`src/verilog/rtcm_defs.vh`:
```
`ifndef RTCM_DEFS_VH
`define RTCM_DEFS_VH
// slave address and direction codes
`define RTCM_SLAVE_ADDR 7'h68
`define RTCM_DIR_WRITE 1'b0
`define RTCM_DIR_READ 1'b1
// pointer space: last ram location, wraps to first clock location
`define RTCM_PTR_LAST 8'h3F
`define RTCM_PTR_FIRST 8'h00
// timing: standard mode, at most 100 kHz
`define RTCM_CLK_HZ 125000000
`define RTCM_SCL_KHZ 100
// quarter of an scl period in system cycles, rounded up so the rate stays at or below 100 kHz
`define RTCM_QUARTER_CYC ((`RTCM_CLK_HZ + 4 * 1000 * `RTCM_SCL_KHZ - 1) / (4 * 1000 * `RTCM_SCL_KHZ))
`define RTCM_QCNT_W 9
// bits per byte
`define RTCM_BYTE_BITS 4'd8
`endif

```
`src/verilog/rtcm_buf2.v`:
```
// two-entry skid buffer: the read path keeps up to two words while the user stalls
module rtcm_buf2 (
    // clock and control
    input wire i_clk,
    input wire i_sys_rst,
    input wire i_ce,
    // fill side
    input wire i_valid,
    output wire o_ready,
    input wire [7:0] i_data,
    // drain side
    output wire o_valid,
    input wire i_ready,
    output wire [7:0] o_data
);
    reg [7:0] mem_q [0:1];
    reg wr_q;
    reg rd_q;
    reg [1:0] cnt_q;
    wire push;
    wire pop;

    assign o_ready = (cnt_q != 2'd2);
    assign o_valid = (cnt_q != 2'd0);
    assign o_data = mem_q[rd_q];
    assign push = i_valid && o_ready;
    assign pop = o_valid && i_ready;

    always @(posedge i_clk)
    begin
        if (i_sys_rst)
        begin
            wr_q <= 1'b0;
            rd_q <= 1'b0;
            cnt_q <= 2'd0;
            mem_q[0] <= 8'h00;
            mem_q[1] <= 8'h00;
        end
        else if (i_ce)
        begin
            if (push)
            begin
                mem_q[wr_q] <= i_data;
                wr_q <= ~wr_q;
            end
            if (pop)
                rd_q <= ~rd_q;
            if (push && !pop)
                cnt_q <= cnt_q + 2'd1;
            else if (pop && !push)
                cnt_q <= cnt_q - 2'd1;
        end
    end
endmodule

```
`src/verilog/rtcm_master.v`:
```
`include "rtcm_defs.vh"

// How it works
// - we master; we make scl, start, stop
// - start: sda falls while scl high
// - stop: sda rises while scl high
// - sda changes only while scl low
// - start only after both lines seen high
// - eight bits then ninth acknowledge bit
// - scl no faster than 100 kHz
// - acknowledge held low through scl high
// - bytes shifted most significant bit first
// - burst length chosen by us, unbounded; i_cmd_len caps it at 255 data bytes
// - repeated start restarts address phase
// - address 1101000, direction 0 writes
// - direction 1 reads from slave
// - first write byte sets slave pointer
// - we acknowledge all read bytes but last
// - nack ends read, then we stop
module rtcm_master (
    // clock, reset, enable
    input wire i_clk,
    input wire i_sys_rst,
    input wire i_ce,
    // command: i_cmd_rd selects read; i_cmd_len is data bytes after address/pointer
    input wire i_cmd_valid,
    output wire o_cmd_ready,
    input wire i_cmd_rd,
    input wire i_cmd_ptr_en,
    input wire [7:0] i_cmd_ptr,
    input wire [7:0] i_cmd_len,
    // write data stream
    input wire i_wr_valid,
    output wire o_wr_ready,
    input wire [7:0] i_wr_data,
    // read data stream
    output wire o_rd_valid,
    input wire i_rd_ready,
    output wire [7:0] o_rd_data,
    // status
    output wire o_busy,
    output reg o_nack_q,
    // bus pins, open drain
    input wire i_scl,
    output wire o_scl,
    output wire o_scl_oe,
    input wire i_sda,
    output wire o_sda,
    output wire o_sda_oe
);
    localparam [7:0] S_IDLE = 8'h01;
    localparam [7:0] S_START = 8'h02;
    localparam [7:0] S_BYTE = 8'h04;
    localparam [7:0] S_ACK = 8'h08;
    localparam [7:0] S_LOAD = 8'h10;
    localparam [7:0] S_STOP = 8'h20;
    localparam [7:0] S_WAIT = 8'h40;
    localparam [7:0] S_DONE = 8'h80;
    localparam [1:0] P_ADDR = 2'd0;
    localparam [1:0] P_PTR = 2'd1;
    localparam [1:0] P_WDAT = 2'd2;
    localparam [1:0] P_RDAT = 2'd3;
    localparam integer QCYC = `RTCM_QUARTER_CYC - 1;
    localparam [`RTCM_QCNT_W-1:0] QMAX = QCYC[`RTCM_QCNT_W-1:0];

    reg [7:0] st_q;
    reg [1:0] ph_q;
    reg [1:0] qtr_q;
    reg [`RTCM_QCNT_W-1:0] div_q;
    reg [3:0] bit_q;
    reg [7:0] sh_q;
    reg [7:0] left_q;
    reg rd_q;
    reg ptr_q;
    reg [7:0] ptrv_q;
    reg restart_q;
    reg sda_drv_q;
    reg scl_drv_q;
    reg ack_q;
    reg [1:0] scl_s_q;
    reg [1:0] sda_s_q;
    reg rd_push_q;
    reg [7:0] rd_dat_q;
    wire tick;
    wire rd_ready;
    wire bus_idle;

    // pins pass two flops; first flop read by nothing else
    always @(posedge i_clk)
    begin
        if (i_sys_rst)
        begin
            scl_s_q <= 2'b11;
            sda_s_q <= 2'b11;
        end
        else if (i_ce)
        begin
            scl_s_q <= {scl_s_q[0], i_scl};
            sda_s_q <= {sda_s_q[0], i_sda};
        end
    end

    assign bus_idle = scl_s_q[1] && sda_s_q[1];
    // quarter-period tick; scl high phase stretched if a slave holds it low
    assign tick = (div_q == QMAX);
    assign o_scl = 1'b0;
    assign o_scl_oe = scl_drv_q;
    assign o_sda = 1'b0;
    assign o_sda_oe = sda_drv_q;
    assign o_cmd_ready = (st_q == S_IDLE);
    assign o_busy = (st_q != S_IDLE);
    // ready exactly when the load or wait step copies i_wr_data into the shifter
    assign o_wr_ready = tick && !rd_q && ((st_q == S_WAIT) || ((st_q == S_LOAD) && ack_q
        && !(ph_q == P_ADDR && ptr_q && !restart_q)
        && !(ph_q == P_WDAT ? left_q == 8'd1 : left_q == 8'd0)));

    rtcm_buf2 u_rdbuf (
        .i_clk(i_clk),
        .i_sys_rst(i_sys_rst),
        .i_ce(i_ce),
        .i_valid(rd_push_q),
        .o_ready(rd_ready),
        .i_data(rd_dat_q),
        .o_valid(o_rd_valid),
        .i_ready(i_rd_ready),
        .o_data(o_rd_data)
    );

    always @(posedge i_clk)
    begin
        if (i_sys_rst)
        begin
            st_q <= S_IDLE;
            ph_q <= P_ADDR;
            qtr_q <= 2'd0;
            div_q <= {`RTCM_QCNT_W{1'b0}};
            bit_q <= 4'd0;
            sh_q <= 8'h00;
            left_q <= 8'h00;
            rd_q <= 1'b0;
            ptr_q <= 1'b0;
            ptrv_q <= 8'h00;
            restart_q <= 1'b0;
            sda_drv_q <= 1'b0;
            scl_drv_q <= 1'b0;
            ack_q <= 1'b0;
            o_nack_q <= 1'b0;
            rd_push_q <= 1'b0;
            rd_dat_q <= 8'h00;
        end
        else if (i_ce)
        begin
            rd_push_q <= 1'b0;
            // 4 quarters of >=2.5 us give a period >=10 us
            if (tick || st_q == S_IDLE)
                div_q <= {`RTCM_QCNT_W{1'b0}};
            else if (!(qtr_q == 2'd2 && !scl_drv_q && !scl_s_q[1]))
                div_q <= div_q + {{(`RTCM_QCNT_W-1){1'b0}}, 1'b1};
            if (tick && st_q != S_IDLE)
                qtr_q <= qtr_q + 2'd1;
            case (st_q)
                S_IDLE:
                begin
                    qtr_q <= 2'd0;
                    if (i_cmd_valid && bus_idle)
                    begin
                        rd_q <= i_cmd_rd;
                        ptr_q <= i_cmd_ptr_en;
                        ptrv_q <= i_cmd_ptr;
                        left_q <= i_cmd_len;
                        restart_q <= 1'b0;
                        o_nack_q <= 1'b0;
                        st_q <= S_START;
                    end
                end
                S_START:
                    // q0 release sda, q1 sda low with scl high, q2 scl low
                    if (tick)
                    begin
                        if (qtr_q == 2'd0)
                        begin
                            sda_drv_q <= 1'b0;
                            scl_drv_q <= 1'b0;
                        end
                        else if (qtr_q == 2'd1)
                            sda_drv_q <= 1'b1;
                        else if (qtr_q == 2'd2)
                        begin
                            scl_drv_q <= 1'b1;
                            ph_q <= P_ADDR;
                            // repeated start after pointer write turns to read
                            sh_q <= {`RTCM_SLAVE_ADDR,
                                (rd_q && !(ptr_q && !restart_q))};
                            bit_q <= 4'd0;
                            qtr_q <= 2'd0;
                            st_q <= S_BYTE;
                        end
                    end
                S_BYTE:
                    // q0 set sda while scl low, q1 scl high, q2 sample, q3 scl low
                    if (tick)
                    begin
                        if (qtr_q == 2'd0)
                            sda_drv_q <= (ph_q == P_RDAT) ? 1'b0 : !sh_q[7];
                        else if (qtr_q == 2'd1)
                            scl_drv_q <= 1'b0;
                        else if (qtr_q == 2'd2)
                        begin
                            if (ph_q == P_RDAT)
                                sh_q <= {sh_q[6:0], sda_s_q[1]};
                            else
                                sh_q <= {sh_q[6:0], 1'b0};
                            bit_q <= bit_q + 4'd1;
                        end
                        else
                        begin
                            scl_drv_q <= 1'b1;
                            if (bit_q == `RTCM_BYTE_BITS)
                                st_q <= S_ACK;
                        end
                    end
                S_ACK:
                    if (tick)
                    begin
                        if (qtr_q == 2'd0)
                        begin
                            // we ack read bytes unless this is the last
                            if (ph_q == P_RDAT)
                                sda_drv_q <= (left_q != 8'd1);
                            else
                                sda_drv_q <= 1'b0;
                        end
                        else if (qtr_q == 2'd1)
                            scl_drv_q <= 1'b0;
                        else if (qtr_q == 2'd2)
                            ack_q <= (ph_q == P_RDAT) ? 1'b1 : !sda_s_q[1];
                        else
                        begin
                            scl_drv_q <= 1'b1;
                            st_q <= S_LOAD;
                        end
                    end
                S_LOAD:
                    // decide next byte at a quarter tick; scl stays low
                    if (tick)
                    begin
                        qtr_q <= 2'd0;
                        bit_q <= 4'd0;
                        if (ph_q == P_RDAT)
                        begin
                            rd_dat_q <= sh_q;
                            rd_push_q <= 1'b1;
                            left_q <= left_q - 8'd1;
                        end
                        else if (ph_q == P_WDAT)
                            left_q <= left_q - 8'd1;
                        if (!ack_q)
                        begin
                            o_nack_q <= 1'b1;
                            st_q <= S_STOP;
                        end
                        else if (ph_q == P_ADDR && ptr_q && !restart_q)
                        begin
                            sh_q <= ptrv_q;
                            ph_q <= P_PTR;
                            st_q <= S_BYTE;
                        end
                        else if (ph_q == P_PTR && rd_q)
                        begin
                            restart_q <= 1'b1;
                            st_q <= S_START;
                        end
                        else if (ph_q == P_RDAT && left_q == 8'd1)
                            st_q <= S_STOP;
                        else if (rd_q)
                        begin
                            ph_q <= P_RDAT;
                            if (left_q == 8'd0 && ph_q != P_RDAT)
                                st_q <= S_STOP;
                            else if (ph_q == P_RDAT && !rd_ready)
                                st_q <= S_WAIT;
                            else
                                st_q <= S_BYTE;
                        end
                        else if ((ph_q == P_WDAT ? left_q == 8'd1 : left_q == 8'd0))
                            st_q <= S_STOP;
                        else if (i_wr_valid)
                        begin
                            sh_q <= i_wr_data;
                            ph_q <= P_WDAT;
                            st_q <= S_BYTE;
                        end
                        else
                        begin
                            // source stalled; hold scl low and retry
                            ph_q <= P_WDAT;
                            st_q <= S_WAIT;
                        end
                    end
                S_WAIT:
                    // buffer full or no write word: scl held low, but the read byte pushed on entry is lost unless a word is popped in that same tick cycle
                    if (tick)
                    begin
                        if (rd_q ? rd_ready : i_wr_valid)
                        begin
                            qtr_q <= 2'd0;
                            if (!rd_q)
                                sh_q <= i_wr_data;
                            st_q <= S_BYTE;
                        end
                    end
                S_STOP:
                    // q0 sda low, q1 scl high, q2 sda rises
                    if (tick)
                    begin
                        if (qtr_q == 2'd0)
                            sda_drv_q <= 1'b1;
                        else if (qtr_q == 2'd1)
                            scl_drv_q <= 1'b0;
                        else if (qtr_q == 2'd2)
                        begin
                            sda_drv_q <= 1'b0;
                            st_q <= S_DONE;
                        end
                    end
                S_DONE:
                    // one bus-free quarter before accepting the next command
                    if (tick)
                        st_q <= S_IDLE;
                default:
                    st_q <= S_IDLE;
            endcase
        end
    end
endmodule

```
`config.mk`:
```
export PLATFORM = sky130hd
export DESIGN_NAME = rtcm_master
export DESIGN_NICKNAME = d
export VERILOG_FILES = /design/src/verilog/rtcm_buf2.v /design/src/verilog/rtcm_master.v
export VERILOG_INCLUDE_DIRS = /design/src /design/src/verilog
export SDC_FILE = /design/constraint.sdc
export NUM_CORES = 1
export LEC_CHECK = 0
export BUFFER_PORTS_ARGS = -buffer_cell sky130_fd_sc_hd__buf_2
export CAP_MARGIN = 20
export CELL_PAD_IN_SITES_DETAIL_PLACEMENT = 0
export CELL_PAD_IN_SITES_GLOBAL_PLACEMENT = 1
export CORE_MARGIN = 4
export CORE_UTILIZATION = 51
export CTS_BUF_LIST = sky130_fd_sc_hd__clkbuf_2
export CTS_CLUSTER_DIAMETER = 100
export CTS_CLUSTER_SIZE = 8
export DETAILED_ROUTE_END_ITERATION = 10
export GPL_TIMING_DRIVEN = 1
export PLACE_DENSITY = 0.94
export SLEW_MARGIN = 5
export SYNTH_ARGS = -nofsm -noshare
export SYNTH_HDL_FRONTEND = slang
export SYNTH_HIERARCHICAL = 1
export SYNTH_SLANG_ARGS = --single-unit
```
`constraint.sdc`:
```
create_clock -name i_clk -period 7.4 [get_ports i_clk]
set_clock_uncertainty 0.15 [all_clocks]
set_input_delay 1.11 -clock i_clk [delete_from_list [all_inputs] [get_ports i_clk]]
set_output_delay 1.11 -clock i_clk [all_outputs]
set_load 0.02 [all_outputs]
```
==> qor.txt, run 1 <==
Status: completed
Top-area cell type share of the netlist area: 0.2893
Yosys reg bits: 90
CP max FO: 9
Hold path start: bit_q[3]$_SDFFE_PP0P_
Final #Nets: 640
Min-Delay Endpoint: bit_q[3]$_SDFFE_PP0P_
Power, Total: 1139 uW
CTS tree: built
Top FF cell, synth: dfxtp_1
Antenna-violating nets left: 0
Fraction of layout instances using a drive strength above 1: 0.2020
Pre-antenna DRT Iters: 5
R2r setup slk: 4400 ps
Multiplexer share of the synthesized area: 0.1122
Hold crit path type: flop to flop
Synth Area in Compound Gates: 0.1439
Core area: 0.009774 mm^2
Worst-path clk slew: 260 ps
Post-synthesis average cell area: 9.014 um^2
Cell Rows: 36
Final hold vios: 0
Layout fillers: 940
Die ar.: 0.01171 mm^2
MaxCap Viol Count: 0
First-pass GRT wire length: 19.38 mm
Post-route setup TNS: 0 ps
Reg2Reg Depth: 5
CTS Hold Bufs: 0
Type of the worst setup path: flop to output pin
Worst setup SP type: flop
Final core occ: 0.5655
Hold Path Depth: 2
# Post-CTS Setup Buffers: 0
Vert. Die Dim: 108.2 um
Count of final setup violators: 0
Die W: 108.2 um
Worst VDD drop: 0.0001162 V
Max-slew violations: 0
Syn Inst Count: 568
DP HPWL: 8.775 mm
End of the worst register-to-register path: sh_q[0]$_SDFFE_PP0P_
Port Buffers: 48
Rel. slew slack: 0.3296
Remaining global-route overflow: 0
Worst path arrival time: 2640 ps
WL/cell: 16.31 um
Post-CTS Resized: 0
Clock buffer count from CTS: 9
Initial antenna violation count: 0
Clock Tree Buf Depth: 2
Clock sinks: 90
Yosys warns: 6
Vias in the first global route: 3822
PD cells: 206.1 mW/mm^2
Unrepaired setup endpoints after global routing: no
Worst skew pair latency: 560 ps
Leak pwr: 0.002109 uW
Number of flops mapped to enable cells by yosys: 16
CTS HTree Levels: 3
Vias: 4207
Post-layout min period: 3896 ps
Ports: 51
Worst r2r src: left_q[3]$_SDFFE_PP0P_
Netlist cell types: 81
Initial Util: 0.5238
N_diodes: 0
Gr usage total: 0.2080
Seq/Total Area, Yosys: 0.3832
Clock root cell: clkbuf_2
Synth Area in Adders: 0.02933
Post-synthesis xor/xnor area fraction: 0.02224
Simple-gate share of the synthesized area: 0.2551
Area grow syn2layout: 7.967%
Ys async rst share: 0
Initial DRC Count: 274
F_max: 256.7 MHz
Worst-margin pin slew: 992.9 ps
GPL Wtd Cong: 0.9313
Synth area leader: dfxtp_1
Critical Path RT: 6140 ps
Largest net degree at the start of global routing: 78
Routed wire length: 11.94 mm
Via density: 5.747
Largest family of logic cells by synthesized area: simple AND/OR/NAND/NOR gates
Crit end category: output pin
Synthesized cell area: 0.005120 mm^2
Remaining DRCs: 0
Synth top area cells: dfxtp_1 (29%), edfxtp_1 (9.4%), mux2i_1 (6.5%)
Part of the cycle the worst path needs: 0.5265
[worst max-delay path by stage]
stage          cells after the start            startpoint  slack [ps]    endpoint
6_report                           5  st_q[1]$_SDFFE_PP0P_        3500  o_wr_ready
4_1_cts                            5  st_q[1]$_SDFFE_PP0P_        3490  o_wr_ready
3_5_place_dp                       5  st_q[1]$_SDFFE_PP0P_        4180  o_wr_ready
5_1_grt                            5  st_q[1]$_SDFFE_PP0P_        3330  o_wr_ready
2_1_floorplan                      5  st_q[6]$_SDFFE_PP0P_        4190  o_wr_ready
3_3_place_gp                       5  st_q[1]$_SDFFE_PP0P_        4190  o_wr_ready
[per-stage QoR]
step / worst slack (ps) / instance area, um^2 / hold WS, ps / instances
global placement: 4188 / 5359 / 307.6 / 716
floorplan: 4193 / 5124 / 291.3 / 569
finish: 3504 / 5528 / 353.4 / 732
CTS: 3488 / 5528 / 356.8 / 732
detailed placement: 4176 / 5359 / 325.1 / 716
global route: 3325 / 5528 / 374.8 / 732
[cell type report]
class	count	area [um^2]	share of cell area
tap	133	166.4	0.03010
sequential	90	1962	0.3549
timing repair buffer	51	262.8	0.04753
clock inverter	7	123.9	0.02241
clock buffer	9	45.04	0.008148
inverter	21	78.83	0.01426
multi-input combinational	421	2889	0.5226
[Yosys cell counts (all sizes together), types with 2 or more instances]
| cell type | instances |
|---|---|
| a21o | 2 |
| a22oi | 9 |
| mux2i | 33 |
| nor4 | 6 |
| a21boi | 3 |
| xnor2 | 10 |
| inv | 21 |
| edfxtp | 16 |
| nand3 | 13 |
| nand3b | 2 |
| or4b | 2 |
| buf | 16 |
| dfxtp | 74 |
| clkbuf | 21 |
| o21ai | 21 |
| o41ai | 2 |
| nor3 | 17 |
| nand2 | 41 |
| nor4b | 5 |
| and3 | 16 |
| a21oi | 20 |
| ha | 12 |
| or4 | 6 |
| o311ai | 2 |
| nor2b | 13 |
| or3 | 7 |
| and2 | 12 |
| o32ai | 3 |
| o211ai | 4 |
| a221oi | 3 |
| nor2 | 74 |
| a2111oi | 2 |
| a222oi | 4 |
| xor2 | 3 |
| or2 | 8 |
| mux2 | 21 |
| a31oi | 4 |
| o31ai | 6 |
| nand2b | 8 |
| nand4 | 4 |
[routing by layer]
layer | up-vias | share of wire | global-route usage
met2 | 129 | 0.46 | 0.3277
met4 | 0 | 0.018 | 0.06673
met1 | 1969 | 0.46 | 0.2828
met5 | - | 0 | 0
met3 | 20 | 0.060 | 0.04955
li1 | 2089 | - | -
[critical path, stage by stage, from the launching register on]
cell     delay, ps
dfxtp_1        450
or4_4          590
nor3_1         480
a31oi_1        160
nor3_1         180
buf_2          200
[cells in the final DEF, fill, tap and decap left out, drive strengths merged, types with 10 or more instances in the layout]
cell     n
nor3    17
edfxtp  16
xnor2   10
nor2    74
inv     23
dfxtp   74
o21ai   21
nand2   41
and3    16
ha      12
nand3   13
mux2    21
nor2b   13
buf     51
mux2i   33
a21oi   20
and2    12
[cells by family after synthesis]
kind of cell / count (synthesis)
AO/OA/AOI/OAI: 102
other: 1
buffers and inverters: 58
multiplexers: 54
flip-flops: 90
AND/OR/NAND/NOR: 238
adder cells (fa/ha/maj): 12
XOR/XNOR: 13
[power breakdown]
part	switching (uW)	total (uW)	internal, uW
logic	163	266	103
registers	23.4	546	522
clock network	179	328	149
total	365	1140	774
[sequential cells by signal (all words and copies together), names as in the netlist, 2 cells and up, named ones only]
signal and cells:
u_rdbuf/cnt_q 2, u_rdbuf/mem_q 16, scl_s_q 2, sh_q 8, left_q 8, st_q 8
rd_dat_q 8, bit_q 4, ptrv_q 8, sda_s_q 2, qtr_q 2, div_q 9
ph_q 2
Note: power is estimated with default switching activity, not from simulation.
==> run 2, diff against run 1 <==
--- a/config.mk
+++ b/config.mk
@@ -11,13 +11,13 @@
 export CELL_PAD_IN_SITES_DETAIL_PLACEMENT = 0
 export CELL_PAD_IN_SITES_GLOBAL_PLACEMENT = 1
 export CORE_MARGIN = 4
-export CORE_UTILIZATION = 51
+export CORE_UTILIZATION = 47
 export CTS_BUF_LIST = sky130_fd_sc_hd__clkbuf_2
 export CTS_CLUSTER_DIAMETER = 100
 export CTS_CLUSTER_SIZE = 8
 export DETAILED_ROUTE_END_ITERATION = 10
 export GPL_TIMING_DRIVEN = 1
-export PLACE_DENSITY = 0.94
+export PLACE_DENSITY = 0.88
 export SLEW_MARGIN = 5
 export SYNTH_ARGS = -nofsm -noshare
 export SYNTH_HDL_FRONTEND = slang
==> constraint.sdc (replaced) <==
create_clock -name i_clk -period 3.65 [get_ports i_clk]
set_clock_uncertainty 0.15 [all_clocks]
set_input_delay 0.5475 -clock i_clk [delete_from_list [all_inputs] [get_ports i_clk]]
set_output_delay 0.5475 -clock i_clk [all_outputs]
set_load 0.02 [all_outputs]
==> qor.txt, run 2 (same netlist as run 1, synthesis figures left out) <==
Worst skew pair latency: 590 ps
CTS HTree Levels: 3
Hold crit path type: input pin to flop
Type of the worst setup path: flop to output pin
Largest register FFs: 16
Unrepaired setup endpoints after global routing: no
Rel. slew slack: 0.2750
Initial antenna violation count: 0
Worst VDD drop: 0.0002415 V
Pre-antenna DRT Iters: 7
N_diodes: 0
Worst-path clk slew: 300 ps
Hold path start: i_cmd_rd
Clock buffer count from CTS: 9
Final #Nets: 652
Commonest non-fill, non-tap cells in the layout: dfxtp_1 (74), nor2_1 (71), buf_2 (48), nand2_1 (41), mux2i_1 (33)
Vias: 4332
Count of final setup violators: 0
Multi-input logic area: 0.002894 mm^2
Gr usage total: 0.2018
Port Buffers: 48
Crit end category: output pin
Die W: 112.4 um
FF+latch area: 0.001962 mm^2
Most flops, register: u_rdbuf/mem_q
DP HPWL: 9.143 mm
Die ar.: 0.01263 mm^2
Remaining global-route overflow: 0
CP max FO: 9
Most common cell after layout, fill and taps aside: dfxtp_1
F_max: 295.7 MHz
Top Registers: u_rdbuf/mem_q (16), div_q (9)
Final hold vios: 0
Post-layout min period: 3382 ps
Layout fillers: 973
Top layer used by detailed routing: met4
GPL Wtd Cong: 0.9476
Cell Chain, Critical Path: or4_4, nor3_2, a31oi_1, nor3_1, buf_2
Antenna-violating nets left: 0
CP max-delay cell: or4_4
CP top delay family: simple AND/OR/NAND/NOR gates
Fraction of layout instances using a drive strength above 1: 0.2079
Ports: 51
MaxCap Viol Count: 0
Leak pwr: 0.002149 uW
Setup crit start: st_q[1]$_SDFFE_PP0P_
Core area: 0.01046 mm^2
Met3 wire len: 718 um
Critical Path RT: 2950 ps
Worst path arrival time: 2680 ps
CTS tree: built
Initial DRC Count: 427
Area grow syn2layout: 9.409%
Cell Rows: 37
Buf/Inv on CP: 1
Status: completed
Worst r2r src: left_q[3]$_SDFFE_PP0P_
Worst-margin pin slew: 1060 ps
WL/cell: 16.94 um
Remaining DRCs: 0
Routed wire length: 12.66 mm
Part of the cycle the worst path needs: 0.9265
Via density: 5.799
First-pass GRT wire length: 20.92 mm
Metal2 WL: 5.855 mm
Clock sinks: 90
Vias in the first global route: 4201
Post-route setup TNS: 0 ps
Largest net degree at the start of global routing: 48
Final core occ: 0.5354
Met1 Routed Length: 5.768 mm
Max incr delay on CP: 600 ps
Vert. Die Dim: 112.4 um
Max-slew violations: 0
Worst setup SP type: flop
Clock root cell: clkbuf_2
Clock Tree Buf Depth: 2
PD cells: 392.5 mW/mm^2
Initial Util: 0.4894
## run 2: cell types whose count changed in the layout (fill, tap and decap cells not counted), sizes merged
cell and delta:
dlygate4sd3 +7, buf +5, bufinv -3, clkinv +3, clkinvlp -1, inv +1
## run 2: per-layer routing
layer | global-route usage | vias to the layer above
li1 | - | 2115
met1 | 0.2704 | 2046
met2 | 0.3254 | 144
met3 | 0.03558 | 27
met4 | 0.07692 | 0
met5 | 0 | -
## run 2: worst paths after layout
path         cells after the start  slack [ps]                     to
max                              5         270             o_wr_ready
min                              3          50      rd_q$_SDFFE_PP0P_
max reg2reg                      5         690   sh_q[7]$_SDFFE_PP0P_
min reg2reg                      2         360  bit_q[3]$_SDFFE_PP0P_
## run 2: repair_timing
action,4_1_cts,5_1_grt
setup endpoints to repair,0,1
endpoints found under the hold margin,7,0
hold buffers,7,0
resized for setup,0,1
setup buffers,0,0
## run 2: where the power goes
group          switching [uW]  internal [uW]  total (uW)
Sequential               47.2           1060        1110
Clock                     408            121         528
Combinational             342            221         563
## run 2: layout make-up
type	count	area share
multi-input combinational	421	0.5166
sequential	90	0.3502
timing repair buffer	63	0.06612
tap	136	0.03038
clock inverter	7	0.01452
inverter	21	0.01407
clock buffer	9	0.008041
## run 2: per-stage QoR
| step | cell area (um^2) | total power (uW) | hold WS, ps | setup slack, ps | std cells |
|---|---|---|---|---|---|
| floorplan | 5124 | 1537 | 291.3 | 1006 | 569 |
| global placement | 5400 | 1661 | 313.8 | 830.8 | 724 |
| CTS | 5597 | 2204 | 8.231 | 95.43 | 747 |
| finish | 5602 | 2198 | 49.32 | 268.4 | 747 |
| detailed placement | 5400 | 1669 | 314.8 | 772.5 | 724 |
| global route | 5602 | 2320 | 23.02 | 176.5 | 747 |
## run 2: worst reg2reg max path, stage by stage, from the launching register on
cell	delay [ps]
dfxtp_1	440
or4_1	640
o311ai_0	870
nand2_1	180
nand4_2	260
mux2_2	360
